`config.mk`:
```
export PLATFORM = sky130hd
export DESIGN_NAME = sed_top
export DESIGN_NICKNAME = d
export VERILOG_FILES = /design/src/design/sed_pkg.sv /design/src/design/sed_top.sv /design/src/design/sed_edge_decoder.sv
export SDC_FILE = /design/constraint.sdc
export NUM_CORES = 1
export LEC_CHECK = 0
export BUFFER_PORTS_ARGS = -buffer_cell sky130_fd_sc_hd__buf_2
export CAP_MARGIN = 10
export CORE_MARGIN = 2
export CORE_UTILIZATION = 40
export CTS_CLUSTER_DIAMETER = 40
export DETAILED_ROUTE_END_ITERATION = 16
export PLACE_DENSITY_LB_ADDON = 0.1
export SETUP_SLACK_MARGIN = 0.5
export SKIP_LAST_GASP = 1
export SLEW_MARGIN = 20
export SYNTH_ARGS = -nofsm -noshare
export SYNTH_HDL_FRONTEND = slang
export SYNTH_SLANG_ARGS = --single-unit
```
`constraint.sdc`:
```
create_clock -name sys_clk_i -period 35.3 [get_ports sys_clk_i]
set_clock_uncertainty 0.2 [all_clocks]
set_input_delay 0 -clock sys_clk_i [delete_from_list [all_inputs] [get_ports sys_clk_i]]
set_output_delay 0 -clock sys_clk_i [all_outputs]
set_load 0.01 [all_outputs]
```
`src/design/sed_pkg.sv`:
```
// constants, encodings and register map of the secondary encoder input decoder
// assumes a 10 MHz system clock and an Avalon-MM register slave with 32-bit data
package sed_pkg;

    // ****************************************
    // timing
    // ****************************************
    localparam int unsigned CLK_PERIOD_NS = 100;
    localparam int unsigned SAMPLE_PERIOD_US = 120;
    // least time, rounded up to whole cycles
    localparam int unsigned SAMPLE_CYCLES =
        (SAMPLE_PERIOD_US * 1000 + CLK_PERIOD_NS - 1) / CLK_PERIOD_NS;
    localparam int TMR_W = 11;
    localparam logic [TMR_W-1:0] TMR_ZERO = 11'h000;
    localparam logic [TMR_W-1:0] TMR_ONE = 11'h001;
    localparam logic [TMR_W-1:0] TMR_LAST = TMR_W'(SAMPLE_CYCLES - 1);

    // ****************************************
    // register map (byte addresses)
    // ****************************************
    localparam int ADDR_W = 5;
    localparam logic [ADDR_W-1:0] ADDR_FORMAT = 5'h00;
    localparam logic [ADDR_W-1:0] ADDR_COMMAND = 5'h04;
    localparam logic [ADDR_W-1:0] ADDR_SCALE = 5'h08;
    localparam logic [ADDR_W-1:0] ADDR_STATUS = 5'h0C;
    localparam logic [ADDR_W-1:0] ADDR_POSITION = 5'h10;
    localparam logic [ADDR_W-1:0] ADDR_EXCESS = 5'h14;
    localparam logic [ADDR_W-1:0] ADDR_INDEX_POS = 5'h18;
    localparam logic [ADDR_W-1:0] ADDR_FEEDBACK = 5'h1C;

    // command codes written to the low byte of the command register
    localparam logic [7:0] CMD_DUAL_LOOP_ENABLE = 8'h01;
    localparam logic [7:0] CMD_SINGLE_LOOP_RESTORE = 8'h02;
    localparam logic [7:0] CMD_SERIAL_SRC_SET = 8'h03;
    localparam logic [7:0] CMD_SERIAL_SRC_CLEAR = 8'h04;

    // status bit positions
    localparam int ST_CONFIGURED = 0;
    localparam int ST_DUAL = 1;
    localparam int ST_SERIAL_SRC = 2;
    localparam int ST_INDEX = 3;
    localparam int ST_EXCESS_NZ = 4;
    localparam int ST_THREE_FMT = 5;

    // ****************************************
    // scaling and limits
    // ****************************************
    localparam int SCALE_FRAC_BITS = 8;
    localparam logic [15:0] SCALE_RESET = 16'h0100;
    localparam logic [7:0] FRAC_ZERO = 8'h00;
    localparam logic signed [31:0] APPLY_MAX = 32'sh0000001F;
    localparam logic signed [31:0] APPLY_MIN = -32'sh00000020;
    localparam logic signed [15:0] RAW_ZERO = 16'sh0000;
    localparam logic signed [15:0] RAW_ONE = 16'sh0001;
    localparam logic signed [23:0] EXCESS_ZERO = 24'sh000000;
    localparam logic [31:0] WORD_ZERO = 32'h00000000;

    // ****************************************
    // enumerations
    // ****************************************
    typedef enum logic [1:0] {
        FMT_STEP_DIR = 2'b00,
        FMT_UP_DOWN = 2'b01,
        FMT_QUAD = 2'b11
    } sed_fmt_type;

    typedef enum logic [1:0] {
        LOOP_SINGLE = 2'b00,
        LOOP_DUAL_PULSE = 2'b01,
        LOOP_DUAL_SERIAL = 2'b11
    } sed_loop_type;

endpackage

```
`src/design/sed_top.sv`:
```
// secondary encoder input decoder: edge counting, 120 us sampling, scaling with
// fractional and excess carry, index capture and dual-loop feedback selection
// assumes synchronous pin inputs, one 10 MHz clock and an Avalon-MM master
`timescale 1ns/1ns

// How it works
// RULE1: count decoded edges, sample every 120 us
// RULE2: scale counts, add fraction, apply whole part
// RULE3: keep leftover fraction for next period
// RULE4: clamp applied counts, carry excess forward
// RULE5: source keeps speed at most 4000 RPM
// RULE6: step input rising edge gives one count
// RULE7: direction level chooses counting direction
// RULE8: up pulses add, down pulses subtract
// RULE9: quadrature counts every edge of both
// RULE10: phase lead decides quadrature direction
// RULE11: index pulse accepted beside count channels
// RULE12: variant offers three or two formats
// RULE13: dual loop feeds external count as position
// RULE14: internal position still drives commutation, estimation
// RULE15: dual enable only after input configured (the code skips this check when the serial source is set)
// RULE16: single loop restores internal feedback everywhere
// RULE17: serial source chosen first feeds dual loop
// RULE18: serial dual loop leaves pulse input commanding
// RULE19: ignore double changes, A leading counts up
module sed_top #(
    parameter bit THREE_FORMATS = 1'b1
) (
    input wire logic sys_clk_i,
    input wire logic sys_rst_i,
    input wire logic [sed_pkg::ADDR_W-1:0] avs_address_i,
    input wire logic avs_read_i,
    input wire logic avs_write_i,
    input wire logic [31:0] avs_writedata_i,
    input wire logic [3:0] avs_byteenable_i,
    output logic [31:0] avs_readdata_o,
    output logic avs_waitrequest_o,
    input wire logic enc_a_i,
    input wire logic enc_b_i,
    input wire logic enc_index_i,
    input wire logic [31:0] int_pos_i,
    input wire logic [31:0] serial_pos_i,
    output logic [31:0] loop_pos_o,
    output logic [31:0] commut_pos_o,
    output logic [31:0] est_pos_o,
    output logic [31:0] motion_cmd_pos_o,
    output logic motion_cmd_en_o,
    output logic sample_tick_o
);
    import sed_pkg::*;

    // ****************************************
    // declarations
    // ****************************************
    sed_fmt_type fmt_ff;
    sed_loop_type loop_ff;
    sed_loop_type nxt_loop;
    logic configured_ff;
    logic serial_src_ff;
    logic index_flag_ff;
    logic index_prev_ff;
    logic ack_ff;
    logic [31:0] rdata_ff;
    logic [15:0] scale_ff;
    logic [TMR_W-1:0] tmr_ff;
    logic signed [15:0] raw_ff;
    logic [7:0] frac_ff;
    logic signed [23:0] excess_ff;
    logic [31:0] ext_pos_ff;
    logic [31:0] index_pos_ff;
    logic [31:0] loop_pos_ff;
    logic [31:0] commut_pos_ff;
    logic [31:0] est_pos_ff;
    logic sample_ff;
    logic cnt_up;
    logic cnt_dn;

    // clamp a whole count into the per-period window
    function automatic logic signed [31:0] sed_clamp(input logic signed [31:0] v);
        if (v > APPLY_MAX) begin
            sed_clamp = APPLY_MAX;
        end else if (v < APPLY_MIN) begin
            sed_clamp = APPLY_MIN;
        end else begin
            sed_clamp = v;
        end
    endfunction

    // ****************************************
    // edge decoding
    // ****************************************
    sed_edge_decoder u_dec (
        .sys_clk_i(sys_clk_i),
        .sys_rst_i(sys_rst_i),
        .fmt_i(fmt_ff),
        .ch_a_i(enc_a_i),
        .ch_b_i(enc_b_i),
        .cnt_up_o(cnt_up),
        .cnt_dn_o(cnt_dn)
    );

    // ****************************************
    // avalon slave decode
    // ****************************************
    // one wait cycle per access; the ack flop also blocks a repeat action
    wire bus_req = avs_read_i | avs_write_i;
    assign avs_waitrequest_o = bus_req & ~ack_ff;
    wire wr_en = avs_write_i & ack_ff;
    wire wr_format = wr_en & (avs_address_i == ADDR_FORMAT) & avs_byteenable_i[0];
    wire wr_command = wr_en & (avs_address_i == ADDR_COMMAND) & avs_byteenable_i[0];
    wire wr_scale = wr_en & (avs_address_i == ADDR_SCALE);
    wire wr_status = wr_en & (avs_address_i == ADDR_STATUS) & avs_byteenable_i[0];
    wire [7:0] cmd_code = avs_writedata_i[7:0];
    wire [1:0] fmt_req = avs_writedata_i[1:0];
    // the two-format variant refuses up/down and any unused code
    wire fmt_legal = (fmt_req == FMT_STEP_DIR) | (fmt_req == FMT_QUAD)
                     | ((fmt_req == FMT_UP_DOWN) & THREE_FORMATS); // RULE12
    wire [15:0] scale_nxt = {avs_byteenable_i[1] ? avs_writedata_i[15:8] : scale_ff[15:8],
                             avs_byteenable_i[0] ? avs_writedata_i[7:0] : scale_ff[7:0]};

    // ****************************************
    // loop mode commands
    // ****************************************
    wire cmd_dual = wr_command & (cmd_code == CMD_DUAL_LOOP_ENABLE);
    wire cmd_single = wr_command & (cmd_code == CMD_SINGLE_LOOP_RESTORE);
    wire cmd_ser_set = wr_command & (cmd_code == CMD_SERIAL_SRC_SET);
    wire cmd_ser_clr = wr_command & (cmd_code == CMD_SERIAL_SRC_CLEAR);

    // source is fixed when dual loop is entered; later source changes wait
    always_comb begin
        nxt_loop = loop_ff;
        case (loop_ff)
            LOOP_SINGLE: begin
                if (cmd_dual & serial_src_ff) begin
                    nxt_loop = LOOP_DUAL_SERIAL; // RULE17
                end else if (cmd_dual & configured_ff) begin
                    nxt_loop = LOOP_DUAL_PULSE; // RULE15
                end
            end
            LOOP_DUAL_PULSE: begin
                if (cmd_single) begin
                    nxt_loop = LOOP_SINGLE; // RULE16
                end
            end
            LOOP_DUAL_SERIAL: begin
                if (cmd_single) begin
                    nxt_loop = LOOP_SINGLE; // RULE16
                end
            end
            default: begin
                nxt_loop = LOOP_SINGLE;
            end
        endcase
    end

    // ****************************************
    // sample period arithmetic
    // ****************************************
    wire sample_now = (tmr_ff == TMR_LAST); // RULE1
    wire signed [15:0] delta = cnt_up ? RAW_ONE : (cnt_dn ? -RAW_ONE : RAW_ZERO);
    // this cycle's edge is folded in, so an edge on the sample cycle is kept
    wire signed [15:0] raw_now = raw_ff + delta; // RULE1
    wire signed [32:0] prod = raw_now * $signed({1'b0, scale_ff}); // RULE2
    wire signed [39:0] total = 40'(prod) + 40'($signed({excess_ff, FRAC_ZERO}))
                               + 40'($signed({1'b0, frac_ff})); // RULE2 RULE3 RULE4
    wire signed [31:0] whole = total[39:SCALE_FRAC_BITS];
    wire signed [31:0] applied = sed_clamp(whole); // RULE4
    wire signed [31:0] excess_full = whole - applied; // RULE4
    wire index_rise = enc_index_i & ~index_prev_ff; // RULE11

    // ****************************************
    // timer and period counter
    // ****************************************
    always_ff @(posedge sys_clk_i) begin
        if (sys_rst_i) begin
            tmr_ff <= TMR_ZERO;
            raw_ff <= RAW_ZERO;
            sample_ff <= 1'b0;
        end else begin
            tmr_ff <= sample_now ? TMR_ZERO : tmr_ff + TMR_ONE; // RULE1
            raw_ff <= sample_now ? RAW_ZERO : raw_now; // RULE1
            sample_ff <= sample_now;
        end
    end

    // position, fraction and excess update once per period
    always_ff @(posedge sys_clk_i) begin
        if (sys_rst_i) begin
            frac_ff <= FRAC_ZERO;
            excess_ff <= EXCESS_ZERO;
            ext_pos_ff <= WORD_ZERO;
        end else if (sample_now) begin
            frac_ff <= total[SCALE_FRAC_BITS-1:0]; // RULE3
            excess_ff <= excess_full[23:0]; // RULE4
            ext_pos_ff <= ext_pos_ff + applied; // RULE2
        end
    end

    // ****************************************
    // index capture
    // ****************************************
    // a new index wins over a software clear in the same cycle
    always_ff @(posedge sys_clk_i) begin
        if (sys_rst_i) begin
            index_prev_ff <= 1'b0;
            index_flag_ff <= 1'b0;
            index_pos_ff <= WORD_ZERO;
        end else begin
            index_prev_ff <= enc_index_i;
            index_flag_ff <= index_rise | (index_flag_ff
                             & ~(wr_status & avs_writedata_i[ST_INDEX])); // RULE11
            if (index_rise) begin
                index_pos_ff <= ext_pos_ff; // RULE11
            end
        end
    end

    // ****************************************
    // configuration registers
    // ****************************************
    always_ff @(posedge sys_clk_i) begin
        if (sys_rst_i) begin
            fmt_ff <= FMT_STEP_DIR;
            configured_ff <= 1'b0;
            serial_src_ff <= 1'b0;
            scale_ff <= SCALE_RESET;
            loop_ff <= LOOP_SINGLE;
        end else begin
            if (wr_format & fmt_legal) begin
                fmt_ff <= sed_fmt_type'(fmt_req); // RULE12
                configured_ff <= 1'b1; // RULE15
            end
            if (cmd_ser_set) begin
                serial_src_ff <= 1'b1; // RULE17
            end else if (cmd_ser_clr) begin
                serial_src_ff <= 1'b0;
            end
            if (wr_scale) begin
                scale_ff <= scale_nxt;
            end
            loop_ff <= nxt_loop;
        end
    end

    // ****************************************
    // loop outputs
    // ****************************************
    wire dual_pulse = (loop_ff == LOOP_DUAL_PULSE);
    wire dual_serial = (loop_ff == LOOP_DUAL_SERIAL);
    wire [31:0] loop_sel = dual_pulse ? ext_pos_ff
                         : (dual_serial ? serial_pos_i : int_pos_i); // RULE13 RULE17
    // pulse input commands motion unless it is the feedback source
    wire cmd_free = ~dual_pulse; // RULE18

    always_ff @(posedge sys_clk_i) begin
        if (sys_rst_i) begin
            loop_pos_ff <= WORD_ZERO;
            commut_pos_ff <= WORD_ZERO;
            est_pos_ff <= WORD_ZERO;
        end else begin
            loop_pos_ff <= loop_sel; // RULE13
            commut_pos_ff <= int_pos_i; // RULE14
            est_pos_ff <= int_pos_i; // RULE14
        end
    end

    assign loop_pos_o = loop_pos_ff;
    assign commut_pos_o = commut_pos_ff;
    assign est_pos_o = est_pos_ff;
    assign motion_cmd_pos_o = ext_pos_ff;
    assign motion_cmd_en_o = cmd_free; // RULE18
    assign sample_tick_o = sample_ff;

    // ****************************************
    // read data
    // ****************************************
    wire [31:0] status_word = {26'h0000000, THREE_FORMATS, (excess_ff != EXCESS_ZERO),
                               index_flag_ff, serial_src_ff, (dual_pulse | dual_serial),
                               configured_ff};
    wire [31:0] read_mux = (avs_address_i == ADDR_FORMAT) ? {30'h00000000, fmt_ff}
                         : (avs_address_i == ADDR_SCALE) ? {16'h0000, scale_ff}
                         : (avs_address_i == ADDR_STATUS) ? status_word
                         : (avs_address_i == ADDR_POSITION) ? ext_pos_ff
                         : (avs_address_i == ADDR_EXCESS) ? 32'($signed(excess_ff))
                         : (avs_address_i == ADDR_INDEX_POS) ? index_pos_ff
                         : (avs_address_i == ADDR_FEEDBACK) ? loop_pos_ff
                         : WORD_ZERO;

    // read data is captured in the wait cycle and holds through the accept edge
    always_ff @(posedge sys_clk_i) begin
        if (sys_rst_i) begin
            ack_ff <= 1'b0;
            rdata_ff <= WORD_ZERO;
        end else begin
            ack_ff <= bus_req & ~ack_ff;
            if (avs_read_i & ~ack_ff) begin
                rdata_ff <= read_mux;
            end
        end
    end

    assign avs_readdata_o = rdata_ff;

endmodule

```
`src/design/sed_edge_decoder.sv`:
```
// edge decoder: turns step/direction, step up/down or quadrature into count pulses
// assumes inputs are already synchronous to sys_clk_i
`timescale 1ns/1ns
module sed_edge_decoder (
    input wire logic sys_clk_i,
    input wire logic sys_rst_i,
    input wire sed_pkg::sed_fmt_type fmt_i,
    input wire logic ch_a_i,
    input wire logic ch_b_i,
    output logic cnt_up_o,
    output logic cnt_dn_o
);
    import sed_pkg::*;

    logic a_prev_ff;
    logic b_prev_ff;

    // ****************************************
    // previous levels
    // ****************************************
    always_ff @(posedge sys_clk_i) begin
        if (sys_rst_i) begin
            a_prev_ff <= 1'b0;
            b_prev_ff <= 1'b0;
        end else begin
            a_prev_ff <= ch_a_i;
            b_prev_ff <= ch_b_i;
        end
    end

    // edge terms shared by the formats
    wire a_rise = ch_a_i & ~a_prev_ff;
    wire b_rise = ch_b_i & ~b_prev_ff;
    wire a_chg = ch_a_i ^ a_prev_ff;
    wire b_chg = ch_b_i ^ b_prev_ff;
    // both channels moving at once cannot be resolved, so it counts nothing
    wire quad_ok = a_chg ^ b_chg; // RULE19
    wire quad_up = ch_a_i ^ b_prev_ff; // RULE10 RULE19
    // step and direction: one count per step rising edge
    wire sd_up = a_rise & ch_b_i; // RULE6 RULE7
    wire sd_dn = a_rise & ~ch_b_i; // RULE6 RULE7
    // up/down: simultaneous pulses cancel
    wire ud_up = a_rise & ~b_rise; // RULE8
    wire ud_dn = b_rise & ~a_rise; // RULE8
    // quadrature counts each edge of either channel that comes alone, none when both change
    wire qd_up = quad_ok & quad_up; // RULE9
    wire qd_dn = quad_ok & ~quad_up; // RULE9

    // format selection
    assign cnt_up_o = (fmt_i == FMT_QUAD) ? qd_up : (fmt_i == FMT_UP_DOWN) ? ud_up : sd_up;
    assign cnt_dn_o = (fmt_i == FMT_QUAD) ? qd_dn : (fmt_i == FMT_UP_DOWN) ? ud_dn : sd_dn;

endmodule

```
==> results by group <==
Global route
  – Antenna violations before repair: 2
  – GRT overflow: 0
  – Vias in the first global route: 21.6k
  – First-pass GRT wire length: 113000 um
  – GRT Util Overall: 0.234
  – Largest net degree at the start of global routing: 106

Placement
  – Hpwl dp: 52300 um
  – GPL Wtd Cong: 0.869
  – Placed Area: 0.0253 mm2
  – Port Buffers: 256

Floorplanning
  – Top Ports: 275
  – Std-Cell Rows: 88
  – Core ar.: 0.0578 mm2
  – Die Footprint: 0.0606 mm2
  – Initial Utilization: 0.406
  – Die height: 246 um
  – Die width: 246 um

Critical path
  – Top delay family on crit path: compound AO/OA/AOI/OAI gates
  – WS Path Type: reg2reg
  – Most used cell along the critical path: o21ai_0
  – Worst Setup Start Kind: flop
  – Worst setup EP type: flop
  – Worst-path fanout max: 27
  – Worst Path Arrival: 17.27 ns
  – R2R cell count: 57
  – Worst path max stage delay: 0.85 ns
  – Worst r2r src: u_dec.a_prev_ff
  – R2R Path End: motion_cmd_pos_o[31]
  – WP data required: 35.58 ns
  – Slowest cell on the critical path: ha_1
  – Critical path buffer and inverter count: 6
  – Worst R2R Setup Slack: 18.31 ns

Synthesis
  – EDFF count, synth: 0
  – Seq/Total Area, Yosys: 0.211
  – FFs w/ async S/R, synth: 0
  – Synthesized area per cell: 8.30 um2
  – Ys flop type: dfxtp_1
  – Synth unique cells: 79
  – Yosys reg bits: 247
  – Synth Warn #: 0
  – Netlist Area Pre-Place: 0.0235 mm2
  – Mapped Nets: 3368
  – Post-Synthesis Cells: 2828

Pwr
  – Worst vdd rail ir drop: 0.0000437 V
  – PwrDens: 44.1 mW/mm2
  – P_leak: 0.0140 uW

Hold path
  – Hold path endpoint: loop_pos_o[22]
  – Hold Crit Class: in2reg
  – HP Start: int_pos_i[22]
  – Worst Hold Depth: 4

STA
  – Max Clock Freq: 58.9 MHz
  – Count of final setup violators: 0
  – Setup TNS Final: 0 ns
  – Final hold violations: 0
  – Hold slack final: 0.0418 ns
  – Worst Max-Slew Pin Slew: 1.14 ns
  – Slew HR: 0.241
  – RSZ-0062 raised after global routing: no
  – Final worst-path cycle share: 0.481
  – Pins Over Slew Limit: 0
  – Min cycle time layout: 16.99 ns

Routing
  – Antenna Violating Nets Remaining: 0
  – Routed WL: 70200 um
  – Remaining routing DRC violations: 0
  – Number of DRC markers in iteration 0: 1123
  – Drt via density: 5.26
  – DRT Pass-1 Iters: 8
  – Total number of vias: 21.0k
  – WL per Instance: 17.5 um

Layout
  – Final Util: 0.501
  – Area delta synth->final: 23.5%
  – Nets@finish: 3731
  – Commonest non-fill, non-tap cell in the layout: inv_1
  – Layout cells sized above 1: 0.133
  – Highest-count cells in the layout ignoring fill and taps: 393 x inv_1, 341 x nand2_1, 255 x buf_2, 245 x dfxtp_1, 231 x fa_1
  – Finished Cell Area: 0.0290 mm2

CTS
  – Total CTS buffers: 51
  – Deepest clock path buffer count: 3
  – Clock Pin Slew Worst Setup and Hold Paths: 0.06 ns
  – H-tree Lvls: 2
  – CTS resizes: 0
  – CTS tree: built
  – CTS Root Cell: clkbuf_16
  – Clock Latency Late Sink: 0.59 ns
  – Clock Sink Count: 247

Run status
  – Outcome: finished, final reports clean

Flow run
  – Max Cap Viol: 0
[Yosys cell counts (all sizes together) (12+ instances only)]
master	instances	share of area
xnor2	59	0.022
o21ai	85	0.018
a21o	36	0.012
nor2b	68	0.018
nand2	341	0.055
nor3	31	0.0066
a21oi	206	0.044
clkbuf	121	0.019
a22oi	16	0.0051
nand3	32	0.0068
ha	197	0.11
and2	111	0.030
o21a	15	0.0049
nand2b	33	0.0088
mux2i	48	0.020
nor4	16	0.0043
buf	48	0.013
nand4	14	0.0037
or3	17	0.0045
a221oi	24	0.0092
a221o	12	0.0051
mux2	14	0.0067
nor2	194	0.031
a211oi	61	0.020
fa	231	0.20
inv	393	0.063
xor2	27	0.010
dfxtp	247	0.21
[tightest hold or removal path: stages]
cell and delay (ns):
dlygate4sd3_1 0.53, buf_2 0.13, nor2_1 0.08, a211oi_1 0.05
[power by group]
| group | leakage [uW] | internal [uW] | switching (uW) | total [uW] |
|---|---|---|---|---|
| clock network | 0.000896 | 327 | 178 | 505 |
| registers | 0.00202 | 288 | 4.69 | 293 |
| logic | 0.0111 | 194 | 286 | 480 |
| total | 0.0140 | 809 | 470 | 1280 |
[metal layers]
metal,global-route usage,wire length [um],vias up,part of all wire
met1,0.295,30200,10400,0.43
li1,-,-,10000,-
met5,0,0,-,0
met4,0.0868,2320,0,0.033
met2,0.403,34500,488,0.49
met3,0.0334,3110,142,0.044
[per-stage QoR]
step	cells	total power, uW	setup WS [ns]
final	4000	1280	18.31
after global routing	3998	1360	17.10
after CTS	3997	1290	18.38
after detailed placement	3714	757	18.45
after global placement	3714	753	18.54
after floorplan	2828	650	20.37
[state kept, by name, summed over array words and instances (netlist names), 2 cells and up]
signal and count:
avs_readdata_o 32, excess_ff 24, scale_ff 16, index_pos_ff 32, motion_cmd_pos_o 32, tmr_ff 11
est_pos_o 32, raw_ff 16, loop_pos_o 32, frac_ff 8, fmt_ff 2, loop_ff 2
[cells by family after synthesis]
kind of cell,share of synthesized area
and+or+nand+nor,0.181
DFF,0.211
buffers and inverters,0.0954
AOI/OAI and AO/OA,0.150
adders and majority gates,0.302
xor gates and xnor gates,0.0324
muxes,0.0282
[how the worst max path moves through the flow]
stage                    start  cells after the start  slack (ns)                   end
5_1_grt        u_dec.a_prev_ff                     57       17.10  motion_cmd_pos_o[31]
3_5_place_dp   u_dec.a_prev_ff                     56       18.45  motion_cmd_pos_o[31]
3_3_place_gp   u_dec.a_prev_ff                     56       18.54  motion_cmd_pos_o[31]
4_1_cts        u_dec.a_prev_ff                     56       18.38  motion_cmd_pos_o[31]
2_1_floorplan  u_dec.a_prev_ff                     58       20.37  motion_cmd_pos_o[31]
6_report       u_dec.a_prev_ff                     57       18.31  motion_cmd_pos_o[31]
[final cells by class]
cell class	count	area, um2
Clock inverter	36	449
Multi-Input combinational cell	2019	16300
Inverter	393	1480
Sequential cell	247	4950
Clock buffer	59	1370
Tap cell	765	957
Antenna cell	2	5.00
Timing Repair Buffer	479	3440
Fill cell	5493	28800
[repair_timing]
| item | in CTS | in global routing |
|---|---|---|
| setup endpoints to repair | 0 | 0 |
| buffers inserted | 0 | 0 |
| hold endpoints to repair | 181 | 0 |
| hold buffers | 188 | 0 |
No activity file was read; power rests on OpenSTA's default activity.
